<file path="config.mk">
export PLATFORM = sky130hd
export DESIGN_NAME = smsp_top
export DESIGN_NICKNAME = d
export VERILOG_FILES = /design/src/smsp_pkg.sv /design/src/smsp_top.sv
export SDC_FILE = /design/constraint.sdc
export NUM_CORES = 1
export LEC_CHECK = 0
export BUFFER_PORTS_ARGS = -buffer_cell sky130_fd_sc_hd__buf_2
export CORE_UTILIZATION = 56
export DETAILED_ROUTE_END_ITERATION = 8
export PLACE_DENSITY = 0.85
export SLEW_MARGIN = 20
export SYNTH_ARGS = -nofsm -noshare
export SYNTH_HDL_FRONTEND = slang
export SYNTH_SLANG_ARGS = --single-unit
</file>
<file path="constraint.sdc">
create_clock -name i_clk -period 5.65 [get_ports i_clk]
set_input_delay 1.13 -clock i_clk [delete_from_list [all_inputs] [get_ports i_clk]]
set_output_delay 1.13 -clock i_clk [all_outputs]
set_load 0.03 [all_outputs]
</file>
<file path="src/smsp_pkg.sv">
// Package for the serial master/slave port: offsets, fields, types
package smsp_pkg;
  // ----------------------------------------------------------------------
  // Register word indices (0x2d, 0x2e printed; control chosen); byte address is index times 4
  // ----------------------------------------------------------------------
  localparam logic [11:0] SMSP_IDX_STATUS = 12'h02d;
  localparam logic [11:0] SMSP_IDX_DATA = 12'h02e;
  localparam logic [11:0] SMSP_IDX_CONTROL = 12'h02c;
  localparam logic [11:0] SMSP_ADDR_STATUS = {SMSP_IDX_STATUS[9:0], 2'b00};
  localparam logic [11:0] SMSP_ADDR_DATA = {SMSP_IDX_DATA[9:0], 2'b00};
  localparam logic [11:0] SMSP_ADDR_CONTROL = {SMSP_IDX_CONTROL[9:0], 2'b00};
  // ----------------------------------------------------------------------
  // Field positions
  // ----------------------------------------------------------------------
  localparam int SMSP_B_IRQ_EN = 7;
  localparam int SMSP_B_PORT_EN = 6;
  localparam int SMSP_B_ORDER = 5;
  localparam int SMSP_B_ROLE = 4;
  localparam int SMSP_B_CLOCK_POLARITY = 3;
  localparam int SMSP_B_CLOCK_PHASE = 2;
  localparam int SMSP_B_DONE = 7;
  localparam int SMSP_B_WRITE_COLLISION_FLAG = 6;
  localparam int SMSP_B_DBL = 0;
  localparam logic [7:0] SMSP_CTRL_RST = 8'h00;
  localparam logic [7:0] SMSP_STAT_RST = 8'h00;
  localparam logic [7:0] SMSP_DATA_RST = 8'h00;
  localparam logic [3:0] SMSP_BITS = 4'h8;
  localparam logic [2:0] SMSP_BITCNT_LAST = 3'h7;
  localparam logic [6:0] SMSP_ONE7 = 7'h01;
  // Half periods of the serial clock in system cycles, indexed by rate code
  localparam logic [6:0] SMSP_HALF_4 = 7'h02;
  localparam logic [6:0] SMSP_HALF_16 = 7'h08;
  localparam logic [6:0] SMSP_HALF_64 = 7'h20;
  localparam logic [6:0] SMSP_HALF_128 = 7'h40;
  localparam logic [6:0] SMSP_HALF_2 = 7'h01;
  localparam logic [6:0] SMSP_HALF_8 = 7'h04;
  localparam logic [6:0] SMSP_HALF_32 = 7'h10;

  typedef enum logic [2:0] {
    SMSP_IDLE = 3'b001,
    SMSP_LEAD = 3'b010,
    SMSP_TRAIL = 3'b100
  } smsp_state_t;

  // Serial pins toward the far party; oe_n low means the pin is driven
  typedef struct packed {
    logic sclk_out;
    logic sclk_oe_n;
    logic mosi_out;
    logic mosi_oe_n;
    logic miso_out;
    logic miso_oe_n;
    logic sel_out;
    logic sel_oe_n;
  } smsp_pins_out_t;

  typedef struct packed {
    logic sclk_in;
    logic mosi_in;
    logic miso_in;
    logic sel_in;
  } smsp_pins_in_t;

  // User port direction choices, as set by software elsewhere
  typedef struct packed {
    logic sclk_dir_out;
    logic mosi_dir_out;
    logic miso_dir_out;
    logic sel_dir_out;
    logic sel_gpio_val;
  } smsp_dir_t;
endpackage

</file>
<file path="src/smsp_top.sv">
// Serial master/slave port with APB register access
//
// Added by the designer: the APB slave port.
module smsp_top
  import smsp_pkg::*;
(
  input wire logic i_clk,
  input wire logic i_resetn,
  input wire logic i_ce,
  input wire logic i_psel,
  input wire logic i_penable,
  input wire logic i_pwrite,
  input wire logic [11:0] i_paddr,
  input wire logic [31:0] i_pwdata,
  input wire logic [3:0] i_pstrb,
  output logic [31:0] o_prdata,
  output logic o_pready,
  output logic o_pslverr,
  input wire smsp_pkg::smsp_pins_in_t i_pins,
  input wire smsp_pkg::smsp_dir_t i_dir,
  input wire logic i_global_irq_en,
  input wire logic i_vector_taken,
  output smsp_pkg::smsp_pins_out_t o_pins,
  output logic o_irq
);
  import smsp_pkg::*;

  // --------------------------------------------------------------------
  // Registers and bus decode
  // --------------------------------------------------------------------
  logic [7:0] ctrl_q;
  logic done_q, write_collision_flag_q, dbl_q;
  logic [7:0] shift_q, rxbuf_q;
  logic [2:0] bitcnt_q;
  logic [6:0] divcnt_q;
  logic sclk_q, armed_q, sin_q;
  // Byte finish lags the last edge by a cycle so the far side settles
  logic fin_q, in_bit, drop;
  logic [1:0] sclk_hist_q;
  smsp_state_t state_q;

  logic acc, wr, rd, hit_ctl, hit_st, hit_dat;
  assign acc = i_ce && i_psel && i_penable && o_pready;
  assign wr = acc && i_pwrite && i_pstrb[0];
  assign rd = acc && !i_pwrite;
  assign hit_ctl = i_paddr == SMSP_ADDR_CONTROL;
  assign hit_st = i_paddr == SMSP_ADDR_STATUS;
  assign hit_dat = i_paddr == SMSP_ADDR_DATA;

  logic en, master, clock_polarity, clock_phase, lsb_first, busy;
  assign en = ctrl_q[SMSP_B_PORT_EN];
  assign master = ctrl_q[SMSP_B_ROLE];
  assign clock_polarity = ctrl_q[SMSP_B_CLOCK_POLARITY];
  assign clock_phase = ctrl_q[SMSP_B_CLOCK_PHASE];
  assign lsb_first = ctrl_q[SMSP_B_ORDER];
  assign busy = state_q != SMSP_IDLE || fin_q;

  // Half period select, used by master role only
  function automatic logic [6:0] half_of(input logic [2:0] code);
    unique case (code)
      3'b000: half_of = SMSP_HALF_4;
      3'b001: half_of = SMSP_HALF_16;
      3'b010: half_of = SMSP_HALF_64;
      3'b011: half_of = SMSP_HALF_128;
      3'b100: half_of = SMSP_HALF_2;
      3'b101: half_of = SMSP_HALF_8;
      3'b110: half_of = SMSP_HALF_32;
      3'b111: half_of = SMSP_HALF_64;
    endcase
  endfunction

  function automatic logic out_bit(input logic [7:0] v, input logic lsb);
    out_bit = lsb ? v[0] : v[7];
  endfunction

  function automatic logic [7:0] shift_in(input logic [7:0] v,
                                          input logic lsb, input logic b);
    shift_in = lsb ? {b, v[7:1]} : {v[6:0], b};
  endfunction

  // Select loss: master with select as input seeing low
  logic sel_loss;
  assign sel_loss = en && master && !i_dir.sel_dir_out && !i_pins.sel_in;

  // Slave engine enabled only while select is low
  logic slave_act;
  assign slave_act = en && !master && !i_pins.sel_in;
  assign drop = !en || sel_loss || (!master && i_pins.sel_in);
  // Master reads the far slave's line live at its own shift edge
  assign in_bit = master ? i_pins.miso_in : sin_q;

  // --------------------------------------------------------------------
  // Slave clock edge detection; pins are synchronous to i_clk
  // --------------------------------------------------------------------
  logic s_lead, s_trail;
  assign s_lead = slave_act && (sclk_hist_q[0] != sclk_hist_q[1])
                  && (sclk_hist_q[0] != clock_polarity);
  assign s_trail = slave_act && (sclk_hist_q[0] != sclk_hist_q[1])
                   && (sclk_hist_q[0] == clock_polarity);

  always_ff @(posedge i_clk or negedge i_resetn) begin
    if (!i_resetn) begin
      sclk_hist_q <= 2'b00;
    end else if (i_ce) begin
      sclk_hist_q <= {sclk_hist_q[0], i_pins.sclk_in};
    end
  end

  // Master divider tick
  logic m_tick;
  assign m_tick = busy && master && (divcnt_q == SMSP_ONE7);

  always_ff @(posedge i_clk or negedge i_resetn) begin
    if (!i_resetn) begin
      divcnt_q <= SMSP_ONE7;
    end else if (i_ce) begin
      if (!busy || m_tick) begin
        divcnt_q <= half_of({dbl_q, ctrl_q[1:0]});
      end else begin
        divcnt_q <= divcnt_q - SMSP_ONE7;
      end
    end
  end

  // --------------------------------------------------------------------
  // Shift engine: sample on one edge, drive on the other
  // --------------------------------------------------------------------
  logic lead_ev, trail_ev, start_m, start_w, samp_ev, setup_ev, last_samp;
  assign start_w = wr && hit_dat;
  assign start_m = start_w && en && master && !busy && !sel_loss;
  assign lead_ev = (master && state_q == SMSP_LEAD && m_tick) || s_lead;
  assign trail_ev = (master && state_q == SMSP_TRAIL && m_tick) || s_trail;
  assign samp_ev = clock_phase ? trail_ev : lead_ev;
  assign setup_ev = clock_phase ? lead_ev : trail_ev;
  assign last_samp = samp_ev && bitcnt_q == SMSP_BITCNT_LAST;

  logic byte_end;
  // Byte ends at the last trailing edge
  assign byte_end = clock_phase ? last_samp : (trail_ev && armed_q);

  always_ff @(posedge i_clk or negedge i_resetn) begin
    if (!i_resetn) begin
      fin_q <= 1'b0;
    end else if (i_ce) begin
      fin_q <= byte_end && !drop;
    end
  end

  always_ff @(posedge i_clk or negedge i_resetn) begin
    if (!i_resetn) begin
      state_q <= SMSP_IDLE;
      bitcnt_q <= 3'h0;
      shift_q <= SMSP_DATA_RST;
      sin_q <= 1'b0;
      armed_q <= 1'b0;
    end else if (i_ce) begin
      if (drop) begin
        // Drop any partial byte immediately
        state_q <= SMSP_IDLE;
        bitcnt_q <= 3'h0;
        armed_q <= 1'b0;
        if (start_w && !busy) begin
          shift_q <= i_pwdata[7:0];
        end
      end else if (start_m || (start_w && !master && !busy)) begin
        shift_q <= i_pwdata[7:0];
        state_q <= master ? SMSP_LEAD : SMSP_IDLE;
      end else begin
        if (s_lead || s_trail) begin
          state_q <= s_lead ? SMSP_TRAIL : SMSP_LEAD;
        end else if (lead_ev) begin
          state_q <= SMSP_TRAIL;
        end else if (trail_ev) begin
          state_q <= byte_end ? SMSP_IDLE : SMSP_LEAD;
        end
        if (samp_ev) begin
          sin_q <= master ? i_pins.miso_in : i_pins.mosi_in;
          bitcnt_q <= bitcnt_q + 3'h1;
          if (last_samp) begin
            armed_q <= 1'b1;
          end
        end
        if (setup_ev && !(clock_phase && bitcnt_q == 3'h0)) begin
          // First leading edge of phase one already shows the first bit
          shift_q <= shift_in(shift_q, lsb_first, in_bit);
        end
        if (byte_end) begin
          armed_q <= 1'b0;
          if (!master) begin
            state_q <= SMSP_IDLE;
          end
        end
      end
    end
  end

  // Receive buffer: overwritten when a new byte ends
  logic [7:0] rx_final;
  assign rx_final = clock_phase ? shift_in(shift_q, lsb_first, in_bit) : shift_q;

  always_ff @(posedge i_clk or negedge i_resetn) begin
    if (!i_resetn) begin
      rxbuf_q <= SMSP_DATA_RST;
    end else if (i_ce && fin_q) begin
      rxbuf_q <= rx_final;
    end
  end

  // --------------------------------------------------------------------
  // Control register; role bit cleared by a select loss
  // --------------------------------------------------------------------
  always_ff @(posedge i_clk or negedge i_resetn) begin
    if (!i_resetn) begin
      ctrl_q <= SMSP_CTRL_RST;
    end else if (i_ce) begin
      if (wr && hit_ctl) begin
        ctrl_q <= i_pwdata[7:0];
      end
      if (sel_loss) begin
        ctrl_q[SMSP_B_ROLE] <= 1'b0;
      end
    end
  end

  // Status flags: set wins over the clear sequence
  logic st_seen_q, clr_seq;
  assign clr_seq = acc && hit_dat && st_seen_q;

  always_ff @(posedge i_clk or negedge i_resetn) begin
    if (!i_resetn) begin
      st_seen_q <= 1'b0;
    end else if (i_ce && acc) begin
      st_seen_q <= rd && hit_st && (done_q || write_collision_flag_q);
    end
  end

  always_ff @(posedge i_clk or negedge i_resetn) begin
    if (!i_resetn) begin
      done_q <= 1'b0;
      write_collision_flag_q <= 1'b0;
      dbl_q <= 1'b0;
    end else if (i_ce) begin
      if (fin_q || sel_loss) begin
        done_q <= 1'b1;
      end else if (clr_seq || i_vector_taken) begin
        done_q <= 1'b0;
      end
      if (start_w && busy) begin
        write_collision_flag_q <= 1'b1;
      end else if (clr_seq) begin
        write_collision_flag_q <= 1'b0;
      end
      if (wr && hit_st) begin
        dbl_q <= i_pwdata[SMSP_B_DBL];
      end
    end
  end

  // --------------------------------------------------------------------
  // APB answer: single wait-free cycle, error on unmapped address
  // --------------------------------------------------------------------
  always_ff @(posedge i_clk or negedge i_resetn) begin
    if (!i_resetn) begin
      o_prdata <= 32'h0000_0000;
      o_pready <= 1'b0;
      o_pslverr <= 1'b0;
    end else if (i_ce) begin
      o_pready <= i_psel && !i_penable;
      o_pslverr <= i_psel && !i_penable && !(hit_ctl || hit_st || hit_dat);
      o_prdata <= 32'h0000_0000;
      if (i_psel && !i_penable && !i_pwrite) begin
        if (hit_ctl) begin
          o_prdata[7:0] <= ctrl_q;
        end else if (hit_st) begin
          o_prdata[7:0] <= {done_q, write_collision_flag_q, 5'h00, dbl_q};
        end else if (hit_dat) begin
          o_prdata[7:0] <= rxbuf_q;
        end
      end
    end
  end

  // --------------------------------------------------------------------
  // Pins and interrupt
  // --------------------------------------------------------------------
  always_ff @(posedge i_clk or negedge i_resetn) begin
    if (!i_resetn) begin
      sclk_q <= 1'b0;
      o_pins <= '{sclk_out: 1'b0, sclk_oe_n: 1'b1, mosi_out: 1'b0,
                  mosi_oe_n: 1'b1, miso_out: 1'b0, miso_oe_n: 1'b1,
                  sel_out: 1'b1, sel_oe_n: 1'b1};
      o_irq <= 1'b0;
    end else if (i_ce) begin
      sclk_q <= (master && state_q == SMSP_TRAIL) ? !clock_polarity : clock_polarity;
      o_pins.sclk_out <= (master && state_q == SMSP_TRAIL) ? !clock_polarity : clock_polarity;
      o_pins.mosi_out <= out_bit(shift_q, lsb_first);
      o_pins.miso_out <= out_bit(shift_q, lsb_first);
      o_pins.sclk_oe_n <= !(en && master && i_dir.sclk_dir_out);
      o_pins.mosi_oe_n <= !(en && master && i_dir.mosi_dir_out);
      o_pins.miso_oe_n <= !(slave_act && i_dir.miso_dir_out);
      o_pins.sel_out <= i_dir.sel_gpio_val;
      o_pins.sel_oe_n <= !(i_dir.sel_dir_out && (master || !en));
      o_irq <= ctrl_q[SMSP_B_IRQ_EN] && done_q && i_global_irq_en;
    end
  end
endmodule

</file>
==> results of run 1 <==
## layout make-up
type	instances	area [um2]	area share [%]
inverter	15	56.3	1.36
multi-input combinational	289	1850	44.6
sequential	64	1610	38.8
clock inverter	5	104	2.50
timing repair buffer	57	288	6.94
clock buffer	11	141	3.41
tap	77	96.3	2.32
## sequential cells by signal, summed over array words and instances (netlist names), 2 cells and up
register,count
shift_q,8
state_q,3
ctrl_q,8
o_prdata,8
divcnt_q,7
o_pins,7
sclk_hist_q,2
bitcnt_q,3
rxbuf_q,8
## report_power, final
part,internal (mW),switching (mW),total (mW)
Clock,0.305,0.184,0.490
Sequential,0.465,0.00533,0.470
Combinational,0.0217,0.0603,0.0820
## worst max-delay path, stage by stage
cell and delay, ns:
buf_2 0.55, nand4_1 0.35, nor3_2 0.32, and2_1 0.62
nor2_4 0.09, and2_4 0.20, mux2_2 0.25
## cells by family (layout without fill, tap and decap cells)
kind of cell               Yosys count  count (layout)  synth area share, %
xor gates and xnor gates             3               3                0.707
and+or+nand+nor                    112             112                 16.8
muxes                               27              27                 7.81
buffers and inverters               61              88                 9.19
DFF                                 64              64                 43.3
other                                1              24                0.101
adders and majority gates            5               5                 1.68
AOI/OAI and AO/OA                  118             118                 20.4
## per-layer routing
layer,vias up,share of wire [%],global-route usage (%)
met5,-,0,0
li1,1459,-,-
met3,20,5.8,5.04
met2,108,47,39.6
met1,1473,45,34.3
met4,0,2.1,11.4
## cells in the final DEF, fill, tap and decap left out, types with 7 or more instances in the layout
| master | Yosys | layout |
|---|---|---|
| a31oi_1 | 7 | 7 |
| a21oi_1 | 28 | 28 |
| nand3_1 | 7 | 7 |
| buf_2 | 3 | 56 |
| o21ai_0 | 36 | 36 |
| nand2_1 | 38 | 38 |
| dfstp_2 | 7 | 7 |
| dfrtp_1 | 57 | 57 |
| nor3_1 | 11 | 11 |
| mux2i_1 | 11 | 11 |
| clkbuf_8 | 0 | 10 |
| nor2_1 | 15 | 15 |
| inv_1 | 15 | 15 |
| a22oi_1 | 8 | 8 |
| mux2_2 | 16 | 16 |
| conb_1 | 1 | 24 |
| o2bb2ai_1 | 15 | 15 |
## stage by stage
step                total power [mW]  cell area [um2]  setup WS (ns)  instances
floorplan                      0.540             3800           2.76        414
global placement               0.558             3900           2.08        502
detailed placement             0.560             3900           2.05        502
CTS                             1.05             4150           2.40        518
global route                    1.07             4150           2.15        518
finish                          1.04             4150           2.37        518
## worst max path at each step
stage	start	to	slack, ns	depth (start not counted)
after detailed placement	i_ce	bitcnt_q[0]	2.05	7
after global routing	i_ce	shift_q[3]	2.15	7
final	i_ce	bitcnt_q[0]	2.37	7
after global placement	i_ce	bitcnt_q[0]	2.08	7
after CTS	i_ce	bitcnt_q[0]	2.40	7
after floorplan	i_paddr[9]	ctrl_q[0]	2.76	5
## synth_stat cells, types with 5 or more instances
cell,n
o2bb2ai_1,15
or3_1,5
mux2_2,16
o21ai_0,36
nand2_1,38
a22o_1,6
a22oi_1,8
mux2i_1,11
ha_1,5
nand3_1,7
a31oi_1,7
dfrtp_1,57
clkbuf_1,11
buf_4,27
dfstp_2,7
nor3_1,11
a21oi_1,28
inv_1,15
nor2_1,15
==> metrics.md, run 1 <==
| Metric | Value |
|---|---|
| Status | `finished, final reports clean` |
| Max cap viols | `0` |
| Hold depth | `2` |
| Pleak | `1.82 nW` |
| Cts hold-fix bufs | `0` |
| Via count | `~3100` |
| Synth warn | `0` |
| Fill cells | `500` |
| Post-cts gate resize count | `0` |
| CTS Buf Count | `9` |
| Final Cycle Share | `58.1%` |
| Initial core utilization | `between 50% and 60%` |
| RSZ-0062 raised after global routing | `no` |
| H-tree depth | `3` |
| Worst reg2reg endpoint | `bitcnt_q[0]` |
| Worst R2R Setup Slack | `between 2 and 3 ns` |
| Max VDD drop | `0.170 mV` |
| Synthesized cell area | `0.00372 mm2` |
| Antenna Violating Nets Remaining | `0` |
| Diode count | `0` |
| Reg2reg start | `state_q[0]` |
| Die Y | `83.5 um` |
| CTS tree | `done` |
| Top_reg_cell synth | `dfrtp_1` |
| First-pass GRT wire length | `14100 um` |
| Max frequency | `305 MHz` |
| Register bit total from synthesis | `64` |
| Grt total ovfl | `0` |
| PortBufs | `56` |
| Worst Hold Class | `reg -> reg` |
| Reg2reg path depth | `6` |
| Final Skew | `about 0.0056 ns` |
| DRT Wirelength | `8360 um` |
| Synth async-reset ratio | `100%` |
| Post-layout util | `~65%` |
| Total negative slack | `0 ns` |
| # DRC | `0` |
| Hold Slack | `0.487 ns` |
| Synth area leaders | `dfrtp_1, buf_4, dfstp_2` |
| Power Density | `251 mW/mm2` |
| Worst rel slew slack | `46.4%` |
| Vias per cell | `5.91` |
| Fin. max-slew vios | `0` |
| WL/cell | `16.1 um` |
| Worst-Margin Slew | `0.804 ns` |
| Setup Buffers After CTS | `0` |
| NumNets Final | `around 510` |
| EDFF count, synth | `0` |
| Crit path kind | `in -> reg` |
| Worst EP required | `5.89 ns` |
| Reg clk slew, reported paths | `0.07 ns` |
| Synth top area share | `38.4%` |
| Min Tclk post-route | `3.28 ns` |
| Initial DRC Count | `180` |
| Nature of the critical path endpoint | `register` |
| Post-DP HPWL | `about 5800 um` |
| Initial antenna violation count | `0` |
| CORE AREA | `0.00639 mm2` |
| Mapped Cells | `391` |
| Layout cell share with drive strength beyond 1 | `24.3%` |
| Part of the Yosys area used for sequential elements | `43.3%` |
| Clock sink count | `64` |
| End of the worst hold path | `o_pins[0]` |
| Total die area | `approximately 0.0070 mm2` |
| DR pass1 iterations | `4` |
| Horiz. Die Dim | `83.5 um` |
| HP Start | `o_pins[0]` |
| Arrival time worst endpoint | `approximately 3.5 ns` |
| Vias in the first global route | `2941` |
| Critical Path Start Type | `primary input` |
| Cell variety after synth | `61` |
| Largest net degree at the start of global routing | `65` |
| I/O pin cnt | `108` |
| Layout area overhead | `11.6%` |
| Clk buf depth | `2` |
| Row count | `29` |
| Cell taking the most area after synthesis | `dfrtp_1` |
| Gp weighted congestion | `0.845` |
| GRT Overall Usage | `25.3%` |
| Avg Inst Size Synth | `between 9 and 10 um2` |
| Crit Path Max Fanout | `42` |
| Skew-Pair Late Insertion Delay | `0.35 ns` |
| Final hold viol count | `0` |
| Setup violators final | `0` |
| CTS root buffer | `clkbuf_8` |
No activity file was read; power rests on OpenSTA's default activity.
==> run 2, diff against run 1 <==
--- a/config.mk
+++ b/config.mk
@@ -6,9 +6,9 @@
 export NUM_CORES = 1
 export LEC_CHECK = 0
 export BUFFER_PORTS_ARGS = -buffer_cell sky130_fd_sc_hd__buf_2
-export CORE_UTILIZATION = 56
+export CORE_UTILIZATION = 47
 export DETAILED_ROUTE_END_ITERATION = 8
-export PLACE_DENSITY = 0.85
+export PLACE_DENSITY = 0.76
 export SLEW_MARGIN = 20
 export SYNTH_ARGS = -nofsm -noshare
 export SYNTH_HDL_FRONTEND = slang
==> constraint.sdc (replaced) <==
create_clock -name i_clk -period 2.8 [get_ports i_clk]
set_input_delay 0.56 -clock i_clk [delete_from_list [all_inputs] [get_ports i_clk]]
set_output_delay 0.56 -clock i_clk [all_outputs]
set_load 0.03 [all_outputs]
==> metrics.md, run 2 (synthesized netlist as in run 1, its figures left out) <==
| Metric | Value |
|---|---|
| Vias in the first global route | `2860` |
| Total negative slack | `0 ns` |
| Via count | `3093` |
| Min Tclk post-route | `2.38 ns` |
| Post-DP HPWL | `6120 um` |
| Initial DRC Count | `~170` |
| Post-layout util | `55.0%` |
| Layout area overhead | `13.7%` |
| Crit path kind | `reg -> reg` |
| Internal power | `1.44 mW` |
| Max frequency | `~420 MHz` |
| DP Area | `slightly above 0.004 mm2` |
| Crit Path Max Fanout | `14` |
| Worst reg2reg endpoint | `shift_q[0]` |
| GRT Overall Usage | `between 20% and 30%` |
| Pleak | `1.86 nW` |
| Largest net degree at the start of global routing | `44` |
| Reg2reg path depth | `7` |
| Die Y | `90.9 um` |
| Clock power share | `between 40% and 50%` |
| Crit-path cells | `or4b_1 -> nor3_2 -> and2_1 -> buf_4 -> or3_1 -> o21ai_0 -> a22oi_1` |
| Reg2reg start | `state_q[0]` |
| Max cap viols | `0` |
| Worst rel slew slack | `between 50 and 60%` |
| Worst-Margin Slew | `0.661 ns` |
| Setup Buffers After CTS | `0` |
| Final hold viol count | `0` |
| Seq pwr share | `49.2%` |
| Final Cycle Share | `84.9%` |
| CTS tree | `done` |
| Sw Pwr | `0.484 mW` |
| Non-Filler Instances | `between 500 and 600` |
| Antenna Violating Nets Remaining | `0` |
| PortBufs | `56` |
| Fin. max-slew vios | `0` |
| Power Density | `456 mW/mm2` |
| CTS root buffer | `clkbuf_8` |
| Total die area | `0.00827 mm2` |
| Clock sink count | `64` |
| NumNets Final | `517` |
| H-tree depth | `3` |
| Layout cell share with drive strength beyond 1 | `25.7%` |
| Cts hold-fix bufs | `0` |
| Post-cts gate resize count | `0` |
| Critical Path Start Type | `register` |
| Worst Hold Class | `in -> async` |
| WL/cell | `about 15 um` |
| Initial core utilization | `48.4%` |
| Sw Ratio | `approximately a quarter` |
| CORE AREA | `0.00769 mm2` |
| Skew-Pair Late Insertion Delay | `around 0.34 ns` |
| CTS Buf Count | `9` |
| Cell area after layout | `0.00423 mm2` |
| Grt total ovfl | `0` |
| Max VDD drop | `0.299 mV` |
| Reg clk slew, reported paths | `0.07 ns` |
| Max incr delay on CP | `0.56 ns` |
| I/O pin cnt | `108` |
| Slowest cell on the critical path | `dfstp_2` |
| Diode count | `0` |
| Gate power share | `8.9%` |
| Row count | `32` |
| Nature of the critical path endpoint | `register` |
| DR pass1 iterations | `4` |
| Worst R2R Setup Slack | `~0.42 ns` |
| Initial antenna violation count | `0` |
| Status | `finished, final reports clean` |
| DRT Wirelength | `8460 um` |
| Placed Instances | `538` |
| Arrival time worst endpoint | `2.63 ns` |
| Clk buf depth | `2` |
| First-pass GRT wire length | `around 14000 um` |
| Vias per cell | `5.59` |
| Setup violators final | `0` |
| Commonest non-fill, non-tap cells in the layout | `dfrtp_1, buf_2, nand2_1` |
| Worst EP required | `3.05 ns` |
| Gp weighted congestion | `0.861` |
| Final Skew | `about 0.013 ns` |
| Horiz. Die Dim | `90.9 um` |
| # DRC | `0` |
| RSZ-0062 raised after global routing | `no` |
| Commonest non-fill, non-tap cell in the layout | `dfrtp_1` |
## run 2: how the worst max path moves through the flow
stage,endpoint,from,slack (ns),cells after the start
after global placement,shift_q[7],i_paddr[9],0.31,8
after floorplan,ctrl_q[0],i_paddr[9],0.48,5
after detailed placement,shift_q[1],i_paddr[9],0.28,8
after CTS,shift_q[0],state_q[0],0.44,7
final,shift_q[0],state_q[0],0.42,7
after global routing,bitcnt_q[0],divcnt_q[3],0.27,6
## run 2: worst max-delay path: cells and delay by family, from the launching register on
| kind | cells | cell delay [ns] |
|---|---|---|
| compound gates | 2 | 0.27 |
| buf+inv | 1 | 0.25 |
| flops | 1 | 0.56 |
| simple gates | 4 | 1.19 |
## run 2: stage by stage
stage | worst slack (ns) | hold WS [ns] | total power [mW]
after CTS | 0.441 | 0.185 | 1.95
final | 0.423 | 0.187 | 1.93
after detailed placement | 0.278 | 0.469 | 1.14
after global routing | 0.272 | 0.208 | 2.00
after global placement | 0.307 | 0.463 | 1.13
after floorplan | 0.479 | 0.264 | 1.09
## run 2: cell type report
type,count,area (um2)
clock buffer,13,159
fill,717,3460
tap,102,128
inverter,15,56.3
sequential,64,1610
timing repair buffer,68,383
clock inverter,2,38.8
multi-input combinational,289,1850
## run 2: routing by layer
metal	global-route usage, %	routed length [um]	up-vias
met5	0	0	-
met2	32.6	3900	109
met1	29.3	3890	1494
met3	4.27	521	13
met4	9.66	142	0
li1	-	-	1477
## run 2: power by group through the flow
stage / Clock [mW] / Sequential, mW / Combinational, mW
6_report: 0.808 / 0.949 / 0.171
3_5_place_dp: 0 / 0.967 / 0.171
4_1_cts: 0.827 / 0.949 / 0.171
5_1_grt: 0.859 / 0.951 / 0.187
2_1_floorplan: 0 / 0.977 / 0.113
3_3_place_gp: 0 / 0.965 / 0.169
==> run 3, diff against run 2 <==
--- a/config.mk
+++ b/config.mk
@@ -5,10 +5,11 @@
 export SDC_FILE = /design/constraint.sdc
 export NUM_CORES = 1
 export LEC_CHECK = 0
+export ABC_AREA = 1
 export BUFFER_PORTS_ARGS = -buffer_cell sky130_fd_sc_hd__buf_2
-export CORE_UTILIZATION = 47
+export CORE_UTILIZATION = 52
 export DETAILED_ROUTE_END_ITERATION = 8
-export PLACE_DENSITY = 0.76
+export PLACE_DENSITY = 0.8
 export SLEW_MARGIN = 20
 export SYNTH_ARGS = -nofsm -noshare
 export SYNTH_HDL_FRONTEND = slang
==> constraint.sdc (replaced) <==
create_clock -name i_clk -period 2.3 [get_ports i_clk]
set_input_delay 0.46 -clock i_clk [delete_from_list [all_inputs] [get_ports i_clk]]
set_output_delay 0.46 -clock i_clk [all_outputs]
set_load 0.03 [all_outputs]
==> metrics.md, run 3 <==
| Metric | Value |
|---|---|
| Status | `finished, final reports clean` |
| Arrival time worst endpoint | `approximately 2.2 ns` |
| Total die area | `0.00760 mm2` |
| Synth async-reset ratio | `100%` |
| Worst Hold Class | `in -> async` |
| Power Density | `546 mW/mm2` |
| PortBufs | `56` |
| Crit path kind | `reg -> reg` |
| Post-route setup slack | `0.355 ns` |
| Commonest non-fill, non-tap cell in the layout | `nand2_1` |
| Diode count | `0` |
| Crit Path Max Fanout | `5` |
| Antenna Violating Nets Remaining | `0` |
| # DRC | `0` |
| Setup Buffers After CTS | `0` |
| Post-cts gate resize count | `0` |
| RSZ-0062 raised after global routing | `no` |
| Worst reg2reg endpoint | `state_q[1]` |
| Pleak | `about 2.2 nW` |
| Top_reg_cell synth | `dfrtp_1` |
| NumNets Final | `595` |
| DRT Wirelength | `between 8000 and 9000 um` |
| Synth area leaders | `dfrtp_1, nand2_1, buf_4` |
| Max VDD drop | `0.301 mV` |
| Synthesized cell area | `0.00377 mm2` |
| Row count | `30` |
| Final Skew | `0.00506 ns` |
| GRT Overall Usage | `between 20% and 30%` |
| EDFF count, synth | `0` |
| Critical Path Start Type | `register` |
| First-pass GRT wire length | `15100 um` |
| Synth cell count leaders | `nand2_1, dfrtp_1, inv_1, o21ai_0, nor2_1` |
| CORE AREA | `0.00691 mm2` |
| WL/cell | `14.0 um` |
| Avg Inst Size Synth | `8.04 um2` |
| Worst R2R Setup Slack | `0.35 ns` |
| CTS Buf Count | `9` |
| Cts hold-fix bufs | `0` |
| Min Tclk post-route | `1.95 ns` |
| I/O pin cnt | `about 110` |
| Max frequency | `between 500 and 600 MHz` |
| Setup violators final | `0` |
| Initial DRC Count | `224` |
| Synth top area share | `37.8%` |
| Mapped Cells | `469` |
| Initial core utilization | `54.6%` |
| Max cap viols | `0` |
| Final Cycle Share | `84.6%` |
| Most frequent cell after synthesis | `nand2_1` |
| CTS root buffer | `clkbuf_8` |
| CTS tree | `done` |
| Pre-CTS WS | `0.335 ns` |
| Horiz. Die Dim | `roughly 87 um` |
| Die Y | `87.2 um` |
| H-tree depth | `3` |
| Vias per cell | `approximately 5.4` |
| Register bit total from synthesis | `between 60 and 70` |
| Total negative slack | `0 ns` |
| Reg clk slew, reported paths | `about 0.070 ns` |
| Layout area overhead | `12.7%` |
| Vias in the first global route | `roughly 3300` |
| Clk buf depth | `2` |
| Commonest non-fill, non-tap cells in the layout | `nand2_1, dfrtp_1, buf_2` |
| Synth warn | `0` |
| Initial antenna violation count | `0` |
| Gp weighted congestion | `0.915` |
| Clock sink count | `64` |
| DR pass1 iterations | `5` |
| Via count | `between 3000 and 4000` |
| Worst-Margin Slew | `0.584 ns` |
| Final hold viol count | `0` |
| Skew-Pair Late Insertion Delay | `~0.35 ns` |
| Reg2reg path depth | `10` |
| Worst rel slew slack | `60.9%` |
| Layout cell share with drive strength beyond 1 | `21.7%` |
| Worst EP required | `about 2.5 ns` |
| Reg2reg start | `divcnt_q[0]` |
| Post-DP HPWL | `6420 um` |
| Largest net degree at the start of global routing | `47` |
| Cell variety after synth | `between 40 and 50` |
| Cell taking the most area after synthesis | `dfrtp_1` |
| Fin. max-slew vios | `0` |
| Grt total ovfl | `0` |
| Nature of the critical path endpoint | `register` |
| Part of the Yosys area used for sequential elements | `42.7%` |
==> run 3: changes by cell type after synthesis, moves of 14 or more <==
cell,delta
mux2_2,-14
nand3_1,+14
nor2_1,+19
a21oi_1,-16
inv_1,+30
nand2_1,+66
o2bb2ai_1,-15
==> run 3: kinds of logic (layout without fill, tap and decap cells) <==
group | after synthesis | in the layout | synth area share (%)
AOI/OAI and AO/OA | 113 | 113 | 18.8
adders and majority gates | 5 | 5 | 1.66
buffers and inverters | 90 | 128 | 11.9
and+or+nand+nor | 186 | 186 | 22.3
DFF | 64 | 64 | 42.7
xor gates and xnor gates | 6 | 6 | 1.39
muxes | 4 | 4 | 1.13
other | 1 | 24 | 0.0994
==> run 3: worst max-delay path by stage <==
stage / from / to / slack (ns) / cells past startpoint
6_report: divcnt_q[0] / state_q[1] / 0.35 / 10
5_1_grt: divcnt_q[0] / divcnt_q[1] / 0.16 / 9
4_1_cts: divcnt_q[0] / state_q[1] / 0.37 / 10
3_5_place_dp: i_pins[0] / shift_q[4] / 0.33 / 10
3_3_place_gp: i_pins[0] / shift_q[4] / 0.37 / 10
2_1_floorplan: o_pready / shift_q[6] / 0.57 / 10
==> run 3: through the flow <==
step	area, um2	cells	utilization, %	hold WS [ns]	total power [mW]
5_1_grt	4250	626	61.6	0.0642	2.42
6_report	4250	626	61.6	0.0487	2.32
4_1_cts	4250	626	61.6	0.0592	2.34
2_1_floorplan	3860	492	-	0.164	1.32
3_5_place_dp	4050	610	58.7	0.432	1.37
3_3_place_gp	4050	610	58.7	0.425	1.37
==> run 3: final cells by class <==
cell class              count  area (um2)
well taps                  96         120
flip-flops and latches     64        1610
inverters                  51         194
fillers                   630        2660
repair buffers             61         330
clock buffers              11         141
clock inverters             5        56.3
multi-input cells         338        1800
==> run 3: power breakdown <==
part           switching (mW)  internal (mW)  leakage, nW  total, mW
Combinational           0.152         0.0511         1.29      0.203
Clock                   0.445          0.528       0.0993      0.974
Sequential            0.00776           1.14        0.794       1.15
==> run 3: layer usage <==
layer  global-route usage [%]  part of all wire (%)  vias to the layer above
met4                     7.30                   1.1                        0
met1                     34.6                    45                     1610
li1                         -                     -                     1628
met2                     41.8                    48                      110
met3                     5.97                   5.8                       11
met5                        0                     0                        -
==> run 3: worst max-delay path, stage by stage (launching register included) <==
cell and delay (ns):
dfstp_2 0.55, ha_1 0.14, nand2_1 0.05, nor2_1 0.21, nand3_1 0.18, nand2_1 0.17, nand3_1 0.11, nand2_1 0.18
a21oi_1 0.12, nand2_1 0.09, nand2_1 0.05
